[src/scw_pkg.sv]
// Package: register offsets, field positions, reset values and shared types
package scw_pkg;

    // ------------------------------------------------------------------
    // Register map
    // ------------------------------------------------------------------
    localparam logic [7:0] LOCK_REGISTER_ADDR   = 8'h20;
    localparam logic [7:0] DEVICE_STATUS_TWO    = 8'h22;
    localparam logic [7:0] SELF_CHECK_CONTROL   = 8'h23;
    localparam logic [7:0] NVM_WRITE_UNLOCK     = 8'h24;
    localparam logic [7:0] USER_ARRAY_LO        = 8'h10;
    localparam logic [7:0] USER_ARRAY_HI        = 8'h20;

    // ------------------------------------------------------------------
    // Field positions and reset values
    // ------------------------------------------------------------------
    localparam int TRANSDUCER_CHECK_BIT = 0;
    localparam int PATTERN_TEN_BIT      = 1;
    localparam int PATTERN_FIVE_BIT     = 2;
    localparam int LOCK_BIT             = 7;
    localparam int CHECK_NOT_RUN_BIT    = 2;
    localparam int BUFFER_LOW_BIT       = 1;
    localparam int BUS_INPUT_LOW_BIT    = 0;
    localparam logic [2:0] SELF_CHECK_RESET = 3'h0;
    localparam logic [15:0] PATTERN_FIVE  = 16'h5555;
    localparam logic [15:0] PATTERN_TEN   = 16'hAAAA;
    localparam logic [15:0] PATTERN_ALL   = 16'hFFFF;

    // Unlock sequence values (whole register, upper bits zero)
    localparam logic [7:0] UNLOCK_INC_1 = 8'h02;
    localparam logic [7:0] UNLOCK_INC_2 = 8'h03;
    localparam logic [7:0] UNLOCK_INC_3 = 8'h01;
    localparam logic [7:0] UNLOCK_EXC_1 = 8'h01;
    localparam logic [7:0] UNLOCK_EXC_2 = 8'h03;
    localparam logic [7:0] UNLOCK_EXC_3 = 8'h02;

    // ------------------------------------------------------------------
    // Types
    // ------------------------------------------------------------------
    typedef enum logic [1:0] {SEQ_IDLE, SEQ_ONE, SEQ_TWO} scw_seq_t;

    typedef struct packed {
        logic       valid;
        logic       write;
        logic [7:0] addr;
        logic [7:0] wdata;
    } scw_cmd_t;

    typedef struct packed {
        logic start;
        logic with_phys;
    } scw_otp_req_t;

endpackage

[src/scw_core.sv]
// Self-test control, status flags, user mirror writes and OTP unlock control
//
// Notes on behaviour
// - Buffer supply low sets flag; status read clears.
// - Bus input low sets flag; status read clears.
// - Nonzero pattern select forces fixed result values.
// - Zero pattern select lets processor update results.
// - Periodic mode entry clears both pattern selects.
// - Check enable drives self-test; periodic mode entry clears.
// - Not-run flag set at reset; cleared by enable write.
// - Periodic mode before check keeps not-run while the mode lasts.
// - Enable plus pattern: pattern forced, check still runs.
// - User array writes touch mirrors only until unlock.
// - Three exact consecutive unlock writes start OTP copy.
// - Sequence 01,11,10 copies without physical address.
// - Check-active status is OR of three control bits.
// - Lock blocks array and mirror writes except address.
`timescale 1ns/10ps
module scw_core (
    input  wire logic             CORE_CLK,
    input  wire logic             RST_N,
    input  wire scw_pkg::scw_cmd_t CMD,
    input  wire logic             PERIODIC_COLLECTION_MODE,
    input  wire logic             BUFFER_SUPPLY_LOW,
    input  wire logic             BUS_INPUT_LOW,
    input  wire logic [15:0]      DSP_RESULT,
    input  wire logic             DSP_RESULT_VALID,
    input  wire logic             PHYS_ASSIGNED,
    input  wire logic             LOCK_PROGRAMMED,
    output logic [7:0]            RDATA,
    output logic [7:0]            ACCEL_RESULT_HIGH,
    output logic [7:0]            ACCEL_RESULT_LOW,
    output logic                  TRANSDUCER_CHECK,
    output logic                  CHECK_ACTIVE_FLAG,
    output logic                  CHECK_NOT_RUN_FLAG,
    output logic                  MIRROR_WE,
    output logic [7:0]            MIRROR_ADDR,
    output logic [7:0]            MIRROR_WDATA,
    output logic                  OTP_COPY_START,
    output logic                  OTP_COPY_WITH_PHYS
);
    // ------------------------------------------------------------------
    // Local state
    // ------------------------------------------------------------------
    logic [2:0]            ctrl_q;
    logic                  buffer_low_q;
    logic                  bus_low_q;
    logic                  not_run_q;
    logic                  periodic_q;
    logic [7:0]            unlock_q;
    logic                  rd_stat2;
    logic                  wr_ctrl;
    logic                  periodic_rise;
    logic [1:0]            pattern_sel;
    scw_pkg::scw_otp_req_t otp_req;

    // Classify a command by register address
    function automatic logic hits(input scw_pkg::scw_cmd_t c, input logic [7:0] a);
        hits = c.valid && (c.addr == a);
    endfunction

    assign rd_stat2      = hits(CMD, scw_pkg::DEVICE_STATUS_TWO) && !CMD.write;
    assign wr_ctrl       = hits(CMD, scw_pkg::SELF_CHECK_CONTROL) && CMD.write;
    assign periodic_rise = PERIODIC_COLLECTION_MODE && !periodic_q;
    assign pattern_sel   = {ctrl_q[scw_pkg::PATTERN_TEN_BIT], ctrl_q[scw_pkg::PATTERN_FIVE_BIT]};

    // ------------------------------------------------------------------
    // Periodic mode edge detect
    // ------------------------------------------------------------------
    always_ff @(posedge CORE_CLK or negedge RST_N) begin
        if (!RST_N) begin
            periodic_q <= 1'b0;
        end else begin
            periodic_q <= PERIODIC_COLLECTION_MODE;
        end
    end

    // ------------------------------------------------------------------
    // Self-check control register; mode entry wins over a write
    // ------------------------------------------------------------------
    always_ff @(posedge CORE_CLK or negedge RST_N) begin
        if (!RST_N) begin
            ctrl_q <= scw_pkg::SELF_CHECK_RESET;
        end else if (periodic_rise) begin
            ctrl_q <= scw_pkg::SELF_CHECK_RESET;
        end else if (wr_ctrl) begin
            ctrl_q <= CMD.wdata[2:0];
        end
    end

    // ------------------------------------------------------------------
    // Clear-on-read supply flags; a new event beats the read clear
    // ------------------------------------------------------------------
    always_ff @(posedge CORE_CLK or negedge RST_N) begin
        if (!RST_N) begin
            buffer_low_q <= 1'b0;
            bus_low_q    <= 1'b0;
        end else begin
            buffer_low_q <= BUFFER_SUPPLY_LOW || (buffer_low_q && !rd_stat2);
            bus_low_q    <= BUS_INPUT_LOW || (bus_low_q && !rd_stat2);
        end
    end

    // ------------------------------------------------------------------
    // Not-run flag: set at reset, cleared only by enabling the check
    // ------------------------------------------------------------------
    always_ff @(posedge CORE_CLK or negedge RST_N) begin
        if (!RST_N) begin
            not_run_q <= 1'b1;
        end else if (wr_ctrl && CMD.wdata[scw_pkg::TRANSDUCER_CHECK_BIT]
                     && !periodic_rise && !PERIODIC_COLLECTION_MODE) begin
            not_run_q <= 1'b0;
        end
    end

    // ------------------------------------------------------------------
    // Result registers: forced pattern or processor update
    // ------------------------------------------------------------------
    always_ff @(posedge CORE_CLK or negedge RST_N) begin
        if (!RST_N) begin
            ACCEL_RESULT_HIGH <= 8'h00;
            ACCEL_RESULT_LOW  <= 8'h00;
        end else begin
            case (pattern_sel)
                2'h1: {ACCEL_RESULT_HIGH, ACCEL_RESULT_LOW} <= scw_pkg::PATTERN_FIVE;
                2'h2: {ACCEL_RESULT_HIGH, ACCEL_RESULT_LOW} <= scw_pkg::PATTERN_TEN;
                2'h3: {ACCEL_RESULT_HIGH, ACCEL_RESULT_LOW} <= scw_pkg::PATTERN_ALL;
                default: begin
                    if (DSP_RESULT_VALID) begin
                        {ACCEL_RESULT_HIGH, ACCEL_RESULT_LOW} <= DSP_RESULT;
                    end
                end
            endcase
        end
    end

    // ------------------------------------------------------------------
    // Status outputs
    // ------------------------------------------------------------------
    always_ff @(posedge CORE_CLK or negedge RST_N) begin
        if (!RST_N) begin
            TRANSDUCER_CHECK   <= 1'b0;
            CHECK_ACTIVE_FLAG  <= 1'b0;
            CHECK_NOT_RUN_FLAG <= 1'b1;
        end else begin
            TRANSDUCER_CHECK   <= ctrl_q[scw_pkg::TRANSDUCER_CHECK_BIT];
            CHECK_ACTIVE_FLAG  <= |ctrl_q;
            CHECK_NOT_RUN_FLAG <= not_run_q;
        end
    end

    // ------------------------------------------------------------------
    // Unlock register storage and user mirror writes
    // ------------------------------------------------------------------
    always_ff @(posedge CORE_CLK or negedge RST_N) begin
        if (!RST_N) begin
            unlock_q     <= 8'h00;
            MIRROR_WE    <= 1'b0;
            MIRROR_ADDR  <= 8'h00;
            MIRROR_WDATA <= 8'h00;
        end else begin
            MIRROR_WE <= 1'b0;
            if (CMD.valid && CMD.write && CMD.addr == scw_pkg::NVM_WRITE_UNLOCK) begin
                unlock_q <= {6'h00, CMD.wdata[1:0]};
            end
            if (CMD.valid && CMD.write && CMD.addr >= scw_pkg::USER_ARRAY_LO
                && CMD.addr <= scw_pkg::USER_ARRAY_HI
                && (!LOCK_PROGRAMMED || CMD.addr == scw_pkg::USER_ARRAY_LO)) begin
                MIRROR_WE    <= 1'b1;
                MIRROR_ADDR  <= CMD.addr;
                MIRROR_WDATA <= CMD.wdata;
            end
        end
    end

    // ------------------------------------------------------------------
    // Read data mux
    // ------------------------------------------------------------------
    always_ff @(posedge CORE_CLK or negedge RST_N) begin
        if (!RST_N) begin
            RDATA <= 8'h00;
        end else if (CMD.valid && !CMD.write) begin
            if (CMD.addr == scw_pkg::DEVICE_STATUS_TWO) begin
                RDATA <= {5'h00, not_run_q, buffer_low_q, bus_low_q};
            end else if (CMD.addr == scw_pkg::SELF_CHECK_CONTROL) begin
                RDATA <= {5'h00, ctrl_q};
            end else if (CMD.addr == scw_pkg::NVM_WRITE_UNLOCK) begin
                RDATA <= unlock_q;
            end else begin
                RDATA <= 8'h00;
            end
        end
    end

    // ------------------------------------------------------------------
    // Unlock sequence detector
    // ------------------------------------------------------------------
    scw_unlock u_unlock (
        .clk           (CORE_CLK),
        .rst_n         (RST_N),
        .cmd           (CMD),
        .phys_assigned (PHYS_ASSIGNED),
        .otp_req       (otp_req)
    );

    always_ff @(posedge CORE_CLK or negedge RST_N) begin
        if (!RST_N) begin
            OTP_COPY_START     <= 1'b0;
            OTP_COPY_WITH_PHYS <= 1'b0;
        end else begin
            OTP_COPY_START     <= otp_req.start;
            OTP_COPY_WITH_PHYS <= otp_req.with_phys;
        end
    end

    // ------------------------------------------------------------------
    // Checks
    // ------------------------------------------------------------------
    a_flag_read_clr: assert property (@(posedge CORE_CLK) disable iff (!RST_N)
        rd_stat2 && !BUFFER_SUPPLY_LOW |=> !buffer_low_q)
        else $error("Buffer flag not cleared by read");
    a_bus_flag_set: assert property (@(posedge CORE_CLK) disable iff (!RST_N)
        BUS_INPUT_LOW |=> bus_low_q)
        else $error("Bus input flag not set");
    a_pattern_five: assert property (@(posedge CORE_CLK) disable iff (!RST_N)
        pattern_sel == 2'h1 |=> {ACCEL_RESULT_HIGH, ACCEL_RESULT_LOW} == 16'h5555)
        else $error("Pattern five not forced");
    a_dsp_update: assert property (@(posedge CORE_CLK) disable iff (!RST_N)
        pattern_sel == 2'h0 && DSP_RESULT_VALID |=> {ACCEL_RESULT_HIGH, ACCEL_RESULT_LOW}
        == $past(DSP_RESULT))
        else $error("Processor result not taken");
    a_periodic_clear: assert property (@(posedge CORE_CLK) disable iff (!RST_N)
        periodic_rise |=> ctrl_q == 3'h0 ##1 !TRANSDUCER_CHECK)
        else $error("Periodic entry did not clear controls");
    a_not_run_hold: assert property (@(posedge CORE_CLK) disable iff (!RST_N)
        not_run_q && !(wr_ctrl && CMD.wdata[0]) |=> not_run_q)
        else $error("Not-run flag cleared without enable write");
    a_active_or: assert property (@(posedge CORE_CLK) disable iff (!RST_N)
        ##1 CHECK_ACTIVE_FLAG == |$past(ctrl_q))
        else $error("Active flag not OR of controls");
    a_lock_blocks: assert property (@(posedge CORE_CLK) disable iff (!RST_N)
        MIRROR_WE && $past(LOCK_PROGRAMMED) |-> MIRROR_ADDR == scw_pkg::USER_ARRAY_LO)
        else $error("Locked array mirror written");
endmodule

[src/scw_unlock.sv]
// Three-write unlock sequence detector for the OTP copy
`timescale 1ns/10ps
module scw_unlock (
    input  wire logic             clk,
    input  wire logic             rst_n,
    input  wire scw_pkg::scw_cmd_t cmd,
    input  wire logic             phys_assigned,
    output scw_pkg::scw_otp_req_t otp_req
);
    scw_pkg::scw_seq_t state_q;
    logic              inc_path_q;
    logic              is_unlock;

    assign is_unlock = cmd.write && (cmd.addr == scw_pkg::NVM_WRITE_UNLOCK);

    // Sequence tracking; any other command restarts it
    always_ff @(posedge clk or negedge rst_n) begin
        if (!rst_n) begin
            state_q    <= scw_pkg::SEQ_IDLE;
            inc_path_q <= 1'b0;
            otp_req    <= '0;
        end else begin
            otp_req <= '0;
            if (cmd.valid) begin
                state_q <= scw_pkg::SEQ_IDLE;
                case (state_q)
                    scw_pkg::SEQ_IDLE: begin
                        if (is_unlock && cmd.wdata == scw_pkg::UNLOCK_INC_1) begin
                            state_q    <= scw_pkg::SEQ_ONE;
                            inc_path_q <= 1'b1;
                        end else if (is_unlock && cmd.wdata == scw_pkg::UNLOCK_EXC_1) begin
                            state_q    <= scw_pkg::SEQ_ONE;
                            inc_path_q <= 1'b0;
                        end
                    end
                    scw_pkg::SEQ_ONE: begin
                        if (is_unlock && cmd.wdata == scw_pkg::UNLOCK_INC_2) begin
                            state_q <= scw_pkg::SEQ_TWO;
                        end
                    end
                    scw_pkg::SEQ_TWO: begin
                        if (is_unlock && inc_path_q
                            && cmd.wdata == scw_pkg::UNLOCK_INC_3) begin
                            otp_req.start     <= 1'b1;
                            otp_req.with_phys <= phys_assigned;
                        end else if (is_unlock && !inc_path_q
                            && cmd.wdata == scw_pkg::UNLOCK_EXC_3) begin
                            otp_req.start     <= 1'b1;
                            otp_req.with_phys <= 1'b0;
                        end
                    end
                    default: state_q <= scw_pkg::SEQ_IDLE;
                endcase
            end
        end
    end

    // Copy only after a full matching sequence
    a_otp_start_seq: assert property (@(posedge clk) disable iff (!rst_n)
        otp_req.start |-> $past(state_q) == scw_pkg::SEQ_TWO && $past(is_unlock))
        else $error("OTP copy started without full unlock sequence");
    a_exclude_phys: assert property (@(posedge clk) disable iff (!rst_n)
        otp_req.start && !$past(inc_path_q) |-> !otp_req.with_phys)
        else $error("Exclusion sequence copied physical address");
endmodule

[config.mk]
export PLATFORM = sky130hd
export DESIGN_NAME = scw_core
export DESIGN_NICKNAME = d
export VERILOG_FILES = /design/src/scw_pkg.sv /design/src/scw_core.sv /design/src/scw_unlock.sv
export SDC_FILE = /design/constraint.sdc
export NUM_CORES = 1
export LEC_CHECK = 0
export ABC_AREA = 1
export BUFFER_PORTS_ARGS = -buffer_cell sky130_fd_sc_hd__buf_2
export CAP_MARGIN = 20
export CORE_MARGIN = 2
export CORE_UTILIZATION = 40
export CTS_CLUSTER_DIAMETER = 100
export DETAILED_ROUTE_END_ITERATION = 10
export PLACE_DENSITY = 0.71
export SLEW_MARGIN = 30
export SYNTH_ARGS = -nofsm -noshare
export SYNTH_HDL_FRONTEND = slang
export SYNTH_HIERARCHICAL = 1
export SYNTH_SLANG_ARGS = --single-unit
[constraint.sdc]
create_clock -name CORE_CLK -period 1.4 [get_ports CORE_CLK]
set_input_delay 0.21 -clock CORE_CLK [delete_from_list [all_inputs] [get_ports CORE_CLK]]
set_output_delay 0.21 -clock CORE_CLK [all_outputs]
set_load 0.02 [all_outputs]
Word level (Yosys, flattened, before mapping) --
Cells that the tools add are included.
Operators by class: bitwise gates (word level) 0, $mul 0, div/mod/pow operators 0, mux-type cells 20, eq/ne operators 12, reduce and logical (&&, ||, !) cells 40, shift-type cells 0, $lt $le $gt $ge 2, add/subtract/negate cells 0
Operator list (number):
- case mux 8 bit (3 select lines) | 2
- == test 8 x 6 -> 1 bit, second input constant | 3
- logical AND 1 bit | 24
- == test 8 x 2 -> 1 bit, second input constant | 2
- 2-to-1 mux 8 bit | 2
- 2-to-1 mux 2 bit | 7
- 2-to-1 mux 3 bit | 4
- == test 8 x 1 -> 1 bit, second input constant | 1
- == test 8 x 5 -> 1 bit, second input constant | 1
- greater-or-equal comparator 8 x 5 -> 1 bit, second input constant | 1
- <= comparator 8 x 6 -> 1 bit, second input constant | 1
- zero test 1 bit | 7
- == test 2 bit, second input constant | 3
- == test 2 x 1 -> 1 bit, second input constant | 2
- 2-to-1 mux 1 bit | 4
- case mux 2 bit (2 select lines) | 1
- nonzero test 2 bit | 2
- nonzero test 4 bit | 1
- logical OR 1 bit | 3
- AND reduction 3 bit | 1
- OR reduction 3 bit | 1
- zero test 2 bit | 1
Storage, ports and cells: word-level logic and storage cells 95, bits in read-only memories 0, memory bits (writable) 0, output and inout bits 46, register bits after elaboration 60, memories kept 0, latch bits 0

Longest topological paths before layout --
Gate-level depths: netlist of run 1.
depth in word-level cells 8, mapped depth 9, depth with buffers taken out 8

By module --
Netlist of run 1, hierarchy kept.
By module, submodules not included:
- scw_core | seq. area each 1253.7 um2, instances 1, area each 2263.4 um2, cells each 256
- scw_unlock | seq. area each 125.1 um2, instances 1, area each 320.3 um2, cells each 42

Least setup slack after synthesis of run 1 --
Ideal clock, no wire load.
kind reg-to-reg, from register ctrl_q[2], to register ACCEL_RESULT_HIGH[1], path slack 0.279 ns, path buffers 1, arrival 1.050 ns, cell stages (with the launch flop) 5, required time 1.330 ns, clock period less this slack 1.121 ns, path through dfrtp_1 nor2_1 buf_2 nand3_1 nand3_1
On the way: longest elaborated chain between the ends 2
Ends and longest elaborated chain:
- start, declared | line scw_core.sv:45 | logic [2:0] ctrl_q;
- start signal, assigned | line scw_core.sv:83 | ctrl_q <= scw_pkg::SELF_CHECK_RESET;
- start signal, assigned | line scw_core.sv:85 | ctrl_q <= scw_pkg::SELF_CHECK_RESET;
- start signal, assigned | line scw_core.sv:87 | ctrl_q <= CMD.wdata[2:0];
- == test 2 bit / == test 2 x 1 -> 1 bit (equally long branches) | line scw_core.sv:124 | case (pattern_sel)
- case mux 8 bit (3 select lines) / nonzero test 4 bit (equally long branches)
- end signal, assigned | line scw_core.sv:125 | 2'h1: {ACCEL_RESULT_HIGH, ACCEL_RESULT_LOW} <= scw_pkg::PATTERN_FIVE;
- end signal, assigned | line scw_core.sv:126 | 2'h2: {ACCEL_RESULT_HIGH, ACCEL_RESULT_LOW} <= scw_pkg::PATTERN_TEN;
- end signal, assigned | line scw_core.sv:127 | 2'h3: {ACCEL_RESULT_HIGH, ACCEL_RESULT_LOW} <= scw_pkg::PATTERN_ALL;
- end, declared | line scw_core.sv:31 | output logic [7:0] ACCEL_RESULT_HIGH,
Several ways; a longest one is shown, not always the timed one. A chain may end at the register's enable or synchronous reset.

Final worst setup path of run 1 --
from register CHECK_NOT_RUN_FLAG, to output CHECK_NOT_RUN_FLAG
RTL lines:
- start, declared | line scw_core.sv:35 | output logic CHECK_NOT_RUN_FLAG,
- start signal, assigned | line scw_core.sv:148 | CHECK_NOT_RUN_FLAG <= not_run_q;
No word-level cell between the ends.

==> results of run 1 <==
logic make-up after synthesis:
group,Yosys count,synth area share
AO/OA/AOI/OAI,8,0.01888
other,1,0.001451
buffers and inverters,49,0.08571
AND/OR/NAND/NOR,184,0.3564
multiplexers,1,0.003874
flip-flops,55,0.5337
Yosys cell counts (all sizes together) (4+ instances only):
cell type / instances / share of area
buf: 11 / 0.031
nor2: 24 / 0.048
nand3: 72 / 0.15
clkbuf: 5 / 0.0073
nand2: 68 / 0.11
dfrtp: 53 / 0.51
nand4: 16 / 0.039
inv: 33 / 0.048
a21oi: 4 / 0.0092
sequential cells by signal, indices dropped and copies added (netlist names), 2 cells and up:
name / count
RDATA: 3
ctrl_q: 3
unlock_q: 2
ACCEL_RESULT_LOW: 8
ACCEL_RESULT_HIGH: 8
u_unlock/state_q: 2
u_unlock/otp_req: 2
MIRROR_ADDR: 8
MIRROR_WDATA: 8
layout make-up:
type,instances,area share
multi-input cells,198,0.3091
clock inverters,2,0.01859
flip-flops and latches,55,0.4268
repair buffers,92,0.1549
inverters,33,0.03834
clock buffers,6,0.02246
well taps,77,0.02982
worst min-delay path by stage:
stage / from / endpoint
3_3_place_gp: RST_N / u_unlock/otp_req[0]
4_1_cts: PERIODIC_COLLECTION_MODE / periodic_q
3_5_place_dp: RST_N / u_unlock/state_q[1]
6_report: PERIODIC_COLLECTION_MODE / periodic_q
5_1_grt: PERIODIC_COLLECTION_MODE / periodic_q
2_1_floorplan: RST_N / ACCEL_RESULT_HIGH[0]
routing by layer:
layer | vias up | global-route usage
li1 | 1139 | -
met1 | 1108 | 0.2336
met2 | 57 | 0.2980
met3 | 9 | 0.02753
met4 | 0 | 0.04906
met5 | - | 0
timing repair:
action	CTS	global route
resized for setup	0	0
hold buffers	1	0
setup endpoints to repair	0	0
hold endpoints to repair	53	0
power by group through the flow:
stage          registers [mW]  clock network (mW)  logic [mW]
6_report                 1.75                1.21       0.571
4_1_cts                  1.75                1.24       0.580
3_3_place_gp             1.77                   0       0.562
3_5_place_dp             1.78                   0       0.577
5_1_grt                  1.76                1.32       0.633
2_1_floorplan            1.90                   0       0.201
through the flow:
step,instance area (um2),utilization
2_1_floorplan,2599,-
3_3_place_gp,3088,0.4891
3_5_place_dp,3088,0.4891
4_1_cts,3231,0.5117
5_1_grt,3231,0.5117
6_report,3231,0.5117
==> impl_metrics.json, run 1 <==
{
  "min_path_cells": 1,
  "crit_start": "CHECK_NOT_RUN_FLAG",
  "gp_congestion": 0.8388,
  "routed_wirelength_um": 6035,
  "setup_ws_ns": 0.2033,
  "yosysWarnings": 6,
  "dp_hpwl_um": 4533,
  "dp.cells": 454,
  "vias_per_cell": 4.996,
  "synthesis.area_um2": 2584,
  "final_cell_mix": "buf_2 (82), nand3_1 (69), nand2_1 (60)",
  "grt.total_usage": 0.1753,
  "status": "finished, final reports clean",
  "rsz0062_at_grt": "false",
  "initialDrtViolationCount": 148,
  "die_w_um": 84.37,
  "dp_slack_ns": 0.06482,
  "crit_fanout": 1,
  "p_sw_mw": 0.9287,
  "clockBufferDepth": 2,
  "cts_setup_buffers": 0,
  "r2r-end": "ACCEL_RESULT_LOW[7]",
  "rows": 29,
  "hold_slack_ns": 0.02026,
  "period_share": 0.8548,
  "reg2regPathDepth": 3,
  "r2r_setup_slack_ns": 0.26,
  "tritoncts": "built",
  "crit_arrival_ns": 0.99,
  "initial_core_util": 0.4092,
  "combPwrFrac": 0.162,
  "grt_pass1_vias": 2215,
  "grt_pass1_wl_um": 10280,
  "synth-seq-cells": 55,
  "maxCapViolCount": 0,
  "p_clk_frac": 0.344,
  "path_class": "reg -> out",
  "switching_share": 0.2630,
  "insertion_delay_ns": 0.30,
  "fp.dieH_um": 84.37,
  "r2r-start": "ctrl_q[2]",
  "post-route-min-period_ns": 1.197,
  "end_kind": "output port",
  "cts-buffers-inserted": 5,
  "antenna_found_initial": 0,
  "fillers": 624,
  "ant_nets": 0,
  "dr_total_vias": 2313,
  "fin_setup_tns_ns": 0,
  "dieArea_um2": 7118,
  "timing.fmax_mhz": 835.6,
  "slowest_stage": "dfstp_2",
  "io_pins": 88,
  "critical_path.endpoint": "CHECK_NOT_RUN_FLAG",
  "grt_max_degree": 56,
  "routedWlPerCell_um": 13.03,
  "ys_seq_area_frac": 0.5337,
  "drive_gt1_frac": 0.3161,
  "numPortBuffers": 82,
  "setup_viol": 0,
  "hp-class": "in -> reg",
  "ys_types": 29,
  "crit_required_ns": 1.19,
  "avgSynthCellArea_um2": 8.670,
  "ys.flop_type": "dfrtp_1",
  "path_depth": 1,
  "wl_met3_um": 224,
  "coreArea_um2": 6314,
  "p_int_mw": 2.603,
  "power_mw": 3.531,
  "cts_htree_levels": 2,
  "hold_violations": 0,
  "slew_violations": 0,
  "clock_skew_ns": 0.003919,
  "regArea_um2": 1379,
  "num_antenna_cells": 0,
  "cts.clk_slew.worst_paths_ns": 0.10,
  "area_growth_pct": 25.04,
  "vdd_drop_max_uv": 492.7,
  "drcViolationCount": 0,
  "highest_layer": "met4",
  "start_kind": "flip-flop",
  "cts_root_buffer": "clkbuf_8",
  "syn_inst": 298,
  "worstPathCellList": "buf_2",
  "dr.pass1.iters": 4,
  "p_seq_frac": 0.494,
  "async_reset_ff_frac": 1.000,
  "crit_buf_inv": 1,
  "overflow": 0,
  "nets": 427,
  "wl_met1_um": 2646,
  "final_cells": 463,
  "multi_input_area_um2": 998.5,
  "cpPeakStageDelay_ns": 0.52,
  "synth_edf_count": 0,
  "layout_commonest_cell": "buf_2",
  "p_leak_nw": 1.833,
  "cts_sinks": 55,
  "p_per_area_nw_per_um2": 1093,
  "wl_met2_um": 3075,
  "crit_family": "flip-flops"
}
Note: power is estimated with default switching activity, not from simulation.
==> inputs of run 2 (changes only) <==
--- a/config.mk
+++ b/config.mk
@@ -17,4 +17,3 @@
 export SYNTH_ARGS = -nofsm -noshare
 export SYNTH_HDL_FRONTEND = slang
-export SYNTH_HIERARCHICAL = 1
 export SYNTH_SLANG_ARGS = --single-unit
==> constraint.sdc (replaced) <==
create_clock -name CORE_CLK -period 1.4 [get_ports CORE_CLK]
set_input_delay 0.14 -clock CORE_CLK [delete_from_list [all_inputs] [get_ports CORE_CLK]]
set_output_delay 0.14 -clock CORE_CLK [all_outputs]
set_load 0.02 [all_outputs]
==> run 2 against run 1 <==
Core utilization increased by 0.43 points. Worst hold slack better by 0.012 ns. Non-clock buffer count shrank 2. Sequential share of layout area is 2.2 points higher. Clock skew grew 0.0017 ns. Sequential power barely moved. Flip-flop and latch count unchanged. Maximum frequency increased by 5.5%. Setup slack improved by 0.063 ns. Register-to-register slack improved by 0.07 ns. Largest power group unchanged.
==> impl_metrics.json, run 2 <==
{
  "status": "finished, final reports clean",
  "tritoncts": "built",
  "cts-hold-fix-buffers": 2,
  "post-route-min-period_ns": 1.134,
  "p_sw_mw": 0.9251,
  "synth_common_cells": "nand3_1 (65), nand2_1 (59), dfrtp_1 (53)",
  "timing.fmax_mhz": 881.7,
  "vdd_drop_max_uv": 502.3,
  "drcViolationCount": 0,
  "initialDrtViolationCount": 118,
  "hold_slack_ns": 0.03269,
  "clock_skew_ns": 0.005658,
  "switching_share": 0.2875,
  "cts_setup_buffers": 0,
  "synth_top_cell_area_share": 0.5359,
  "setup_ws_ns": 0.2658,
  "path_class": "in -> reg",
  "die_w_um": 82.66,
  "post_cts_resized": 0,
  "dpl_cell_area_um2": 2962,
  "start_kind": "input pin",
  "combPwrFrac": 0.177,
  "layout_commonest_cell": "buf_2",
  "dp_hpwl_um": 4218,
  "dr_total_vias": 2211,
  "overflow": 0,
  "vias_per_cell": 5.059,
  "p_int_mw": 2.293,
  "p_leak_nw": 1.736,
  "yosys.area.top_type": "dfrtp_1",
  "initial_core_util": 0.4155,
  "num_antenna_cells": 0,
  "slew_violations": 0,
  "clockBufferDepth": 2,
  "p_seq_frac": 0.544,
  "crit_required_ns": 1.58,
  "dieArea_um2": 6833,
  "setup_viol": 0,
  "cts-buffers-inserted": 5,
  "io_pins": 88,
  "ys_seq_area_frac": 0.5571,
  "p_per_area_nw_per_um2": 1047,
  "cts.clk_slew.worst_paths_ns": 0.09,
  "dp.cells": 427,
  "numPortBuffers": 82,
  "drive_gt1_frac": 0.3039,
  "grt_max_degree": 56,
  "cts_sinks": 55,
  "grt_pass1_wl_um": 9232,
  "synth_edf_count": 0,
  "period_share": 0.8101,
  "antenna_found_initial": 0,
  "ant_nets": 0,
  "crit_arrival_ns": 1.32,
  "hp-class": "in -> reg",
  "routedWlPerCell_um": 13.29,
  "p_clk_frac": 0.279,
  "synth-seq-cells": 55,
  "ys_top_cells_by_area": "dfrtp_1 (54%), nand3_1 (13%), nand2_1 (8.9%)",
  "avgSynthCellArea_um2": 9.000,
  "final_cell_mix": "buf_2 (82), nand3_1 (65), nand2_1 (59)",
  "dp_slack_ns": 0.1519,
  "final_util": 0.5160,
  "nets": 403,
  "maxCapViolCount": 0,
  "fin_setup_tns_ns": 0,
  "area_growth_pct": 24.17,
  "dr.pass1.iters": 4,
  "yosysWarnings": 0,
  "cts_root_buffer": "clkbuf_8",
  "gp_congestion": 0.7407,
  "fp.dieH_um": 82.66,
  "stdcell_area_um2": 3073,
  "final_cells": 437,
  "hold_violations": 0,
  "power_mw": 3.218,
  "rows": 28,
  "syn_inst": 275,
  "coreArea_um2": 5956,
  "cts_htree_levels": 2,
  "rsz0062_at_grt": "false",
  "grt_pass1_vias": 2005,
  "end_kind": "flip-flop",
  "ys_types": 25,
  "crit_fanout": 4,
  "synth_most_common_cell": "nand3_1",
  "synthesis.area_um2": 2475,
  "insertion_delay_ns": 0.30,
  "routed_wirelength_um": 5808,
  "async_reset_ff_frac": 1.000,
  "grt.total_usage": 0.1770,
  "ys.flop_type": "dfrtp_1"
}
[run 2: routing by layer]
layer | share of wire | global-route usage | up-vias
met3 | 0.058 | 0.03804 | 4
met4 | 0.0088 | 0.05410 | 0
met5 | 0 | 0 | -
li1 | - | - | 1076
met2 | 0.48 | 0.2984 | 63
met1 | 0.45 | 0.2278 | 1068
[run 2: logic make-up after synthesis]
kind of cell	synth area share
other	0.001515
buffers and inverters	0.07583
flip-flops	0.5571
AO/OA/AOI/OAI	0.03336
AND/OR/NAND/NOR	0.3322
[run 2: power groups by stage]
stage	combinational, mW	clock (mW)	sequential (mW)
detailed placement	0.574	0	1.78
global route	0.634	0.985	1.76
finish	0.570	0.899	1.75
floorplan	0.188	0	1.91
global placement	0.561	0	1.78
CTS	0.578	0.927	1.75
[run 2: area by class of cell]
cell class / count / area [um2]
repair buffers: 90 / 488.0
clock buffers: 7 / 86.33
flip-flops and latches: 55 / 1379
clock inverters: 1 / 5.005
fillers: 591 / 2883
multi-input cells: 183 / 923.4
inverters: 26 / 97.59
well taps: 75 / 93.84
[run 2: final timing paths]
| check | startpoint | to | slack, ns | cells past startpoint |
|---|---|---|---|---|
| hold / removal | BUS_INPUT_LOW | bus_low_q | 0.03 | 2 |
| setup / recovery | PERIODIC_COLLECTION_MODE | ctrl_q[2] | 0.27 | 6 |
| hold reg to reg | u_unlock.otp_req[0] | OTP_COPY_WITH_PHYS | 0.36 | 0 |
| min in group asynchronous | RST_N | RDATA[0] | 0.35 | 3 |
| setup reg to reg | u_unlock.state_q[1] | u_unlock.inc_path_q | 0.33 | 4 |
| max in group asynchronous | RST_N | CHECK_NOT_RUN_FLAG | 0.75 | 3 |
[run 2: critical path, cell delays in order]
cell and delay, ns:
dlygate4sd3_1 0.53, buf_2 0.11, inv_1 0.04, or2_2 0.30, nand2_1 0.11, o21ai_0 0.08
==> inputs of run 3 (changes only) <==
ABC_AREA = 0   (was 1)
PLACE_DENSITY = 0.74   (was 0.71)
clock period = 0.9 ns   (was 1.4 ns; I/O delays follow)
==> run 3 against run 2 <==
The run now ends with setup timing left. Design area increased by 32%. Register-to-register slack got worse by 0.49 ns. First-iteration DRC count decreased by 42%. Via count decreased by 9.8%. Wire length increased by 5.0%. Sequential power increased by 59%. Setup slack got worse by 0.71 ns. Sequential share of layout area decreased by 11 points. Worst hold slack got worse by 0.016 ns. Synthesized cell count decreased by 28%. Clock-buffer cell count decreased by 2. Die area decreased by 1.0%. Critical endpoint is now MIRROR_WDATA[7].
==> impl_metrics.json, run 3 <==
{
  "status": "finished with violations",
  "violations": "setup timing",
  "drcViolationCount": 0,
  "hp-class": "in -> reg",
  "grt_pass1_wl_um": 9446,
  "coreArea_um2": 5921,
  "gp_congestion": 0.8889,
  "cts_htree_levels": 2,
  "grt_pass1_vias": 2041,
  "power_mw": 5.883,
  "layout_commonest_cell": "buf_6",
  "cts-buffers-inserted": 5,
  "wl_met3_um": 476,
  "synth-seq-cells": 55,
  "setup_viol": 83,
  "tritoncts": "built",
  "initial_core_util": 0.4136,
  "fp.dieH_um": 82.24,
  "cts_root_buffer": "clkbuf_8",
  "ys_top_cells_by_area": "dfrtp_1 (54%), mux2i_1 (9.0%), o21bai_1 (5.2%)",
  "io_pins": 88,
  "slowest_stage": "or4b_4",
  "path_class": "in -> reg",
  "yosysWarnings": 0,
  "dpl_cell_area_um2": 3198,
  "cpPeakStageDelay_ns": 0.54,
  "insertion_delay_ns": 0.31,
  "fin_setup_tns_ns": -10.91,
  "timing.fmax_mhz": 741.6,
  "cts_sinks": 55,
  "crit_buf_inv": 3,
  "clock_skew_ns": 0.005463,
  "stdcell_area_um2": 4041,
  "nets": 376,
  "avgSynthCellArea_um2": 12.43,
  "start_kind": "input pin",
  "crit_family": "simple AND/OR/NAND/NOR gates",
  "multi_input_area_um2": 1155,
  "ant_nets": 0,
  "regArea_um2": 1379,
  "grt.total_usage": 0.1858,
  "numPortBuffers": 82,
  "end_kind": "flip-flop",
  "clockBufferDepth": 2,
  "maxCapViolCount": 0,
  "initialDrtViolationCount": 69,
  "dp_hpwl_um": 3983,
  "fillers": 420,
  "synth_top_cell_area_share": 0.5416,
  "ys_seq_area_frac": 0.5631,
  "area_growth_pct": 65.05,
  "dieArea_um2": 6763,
  "final_cell_mix": "buf_6 (54), dfrtp_1 (53), buf_2 (39)",
  "num_antenna_cells": 0,
  "rsz0062_at_grt": "true",
  "wl_met1_um": 2373,
  "slew_violations": 0,
  "routedWlPerCell_um": 14.88,
  "final_util": 0.6826,
  "ys.flop_type": "dfrtp_1",
  "setup_ws_ns": -0.4483,
  "worstPathCellList": "buf_6, buf_6, or4b_4, nor2_4, a21o_4, buf_12, mux2_4",
  "dr_total_vias": 1995,
  "highest_layer": "met4",
  "synthesis.area_um2": 2449,
  "post-route-min-period_ns": 1.348,
  "dr.pass1.iters": 4,
  "synth_edf_count": 0,
  "period_share": 1.498,
  "vdd_drop_max_uv": 1237,
  "routed_wirelength_um": 6101,
  "grt_max_degree": 24,
  "crit_required_ns": 1.09,
  "crit_arrival_ns": 1.54,
  "path_common_cell": "buf_6",
  "wl_met2_um": 3176,
  "async_reset_ff_frac": 1.000,
  "synth_most_common_cell": "dfrtp_1",
  "p_leak_nw": 1.950,
  "drive_gt1_frac": 0.5433,
  "rows": 28,
  "p_per_area_nw_per_um2": 1456,
  "vias_per_cell": 4.866,
  "crit_fanout": 7,
  "hold_violations": 0,
  "cts.clk_slew.worst_paths_ns": 0.10,
  "synth_common_cells": "dfrtp_1 (53), mux2i_1 (22), o21bai_1 (17)",
  "die_w_um": 82.24,
  "overflow": 0,
  "yosys.area.top_type": "dfrtp_1",
  "syn_inst": 197,
  "ys_types": 39,
  "antenna_found_initial": 0
}
## run 3: cell count changes in the layout (fill, tap and decap cells not counted), moves of 5 or more
cell      before  now
o21bai_1       2   17
nand4_1       18    2
nand2_1       59    4
inv_1         23    4
nor2b_1        0    5
buf_4          5   35
buf_6          0   54
mux2_4         0   11
nand3_1       65    3
buf_2         82   39
mux2i_1        0   22
## run 3: path summary, 6_finish.rpt
path                                     start               to  slack (ns)  cells after the start
max                                    CMD[14]  MIRROR_WDATA[7]       -0.45                      7
min                                     CMD[6]  MIRROR_WDATA[6]        0.02                      2
max reg2reg                          ctrl_q[1]         RDATA[1]       -0.16                      4
min reg2reg                u_unlock.otp_req[1]   OTP_COPY_START        0.36                      0
max in group asynchronous                RST_N  MIRROR_WDATA[7]        0.25                      3
min in group asynchronous                RST_N        ctrl_q[2]        0.22                      2
## run 3: final cells by class
cell class	instances	share of cell area
Multi-Input combinational cell	126	0.2858
Clock inverter	3	0.01146
Tap cell	75	0.02322
Sequential cell	55	0.3412
Inverter	6	0.005573
Timing Repair Buffer	140	0.3158
Clock buffer	5	0.01703
## run 3: report_power, final
group | total [mW] | switching [mW] | internal (mW)
sequential | 2.79 | 0.139 | 2.65
combinational | 1.42 | 0.633 | 0.787
clock | 1.67 | 0.832 | 0.839
total | 5.88 | 1.60 | 4.28
## run 3: layer usage
layer | up-vias | global-route usage
met4 | 0 | 0.06000
met1 | 954 | 0.2048
met3 | 8 | 0.05543
met2 | 68 | 0.3395
met5 | - | 0
li1 | 965 | -
## run 3: kinds of logic after synthesis
kind of cell,after synthesis,share of synthesized area
compound gates,35,0.1073
simple gates,52,0.1267
mux,34,0.1528
flops,55,0.5631
buf+inv,20,0.04854
other cells,1,0.001531
## run 3: repair_timing
action,in CTS,in global routing
hold buffers,4,0
endpoints found under the setup margin,90,90
pin swaps,11,18
cloned,2,0
setup buffers,11,9
hold endpoints to repair,58,0
resized for setup,115,18
## run 3: through the flow
stage                     hold slack [ns]  worst slack (ns)  cells
after floorplan                   -0.2056           -0.7856    201
after global placement           0.002251           -0.8982    377
after detailed placement         0.007075           -0.9255    377
after CTS                         0.01097           -0.4436    402
after global routing              0.01487           -0.4650    410
final                             0.01635           -0.4483    410
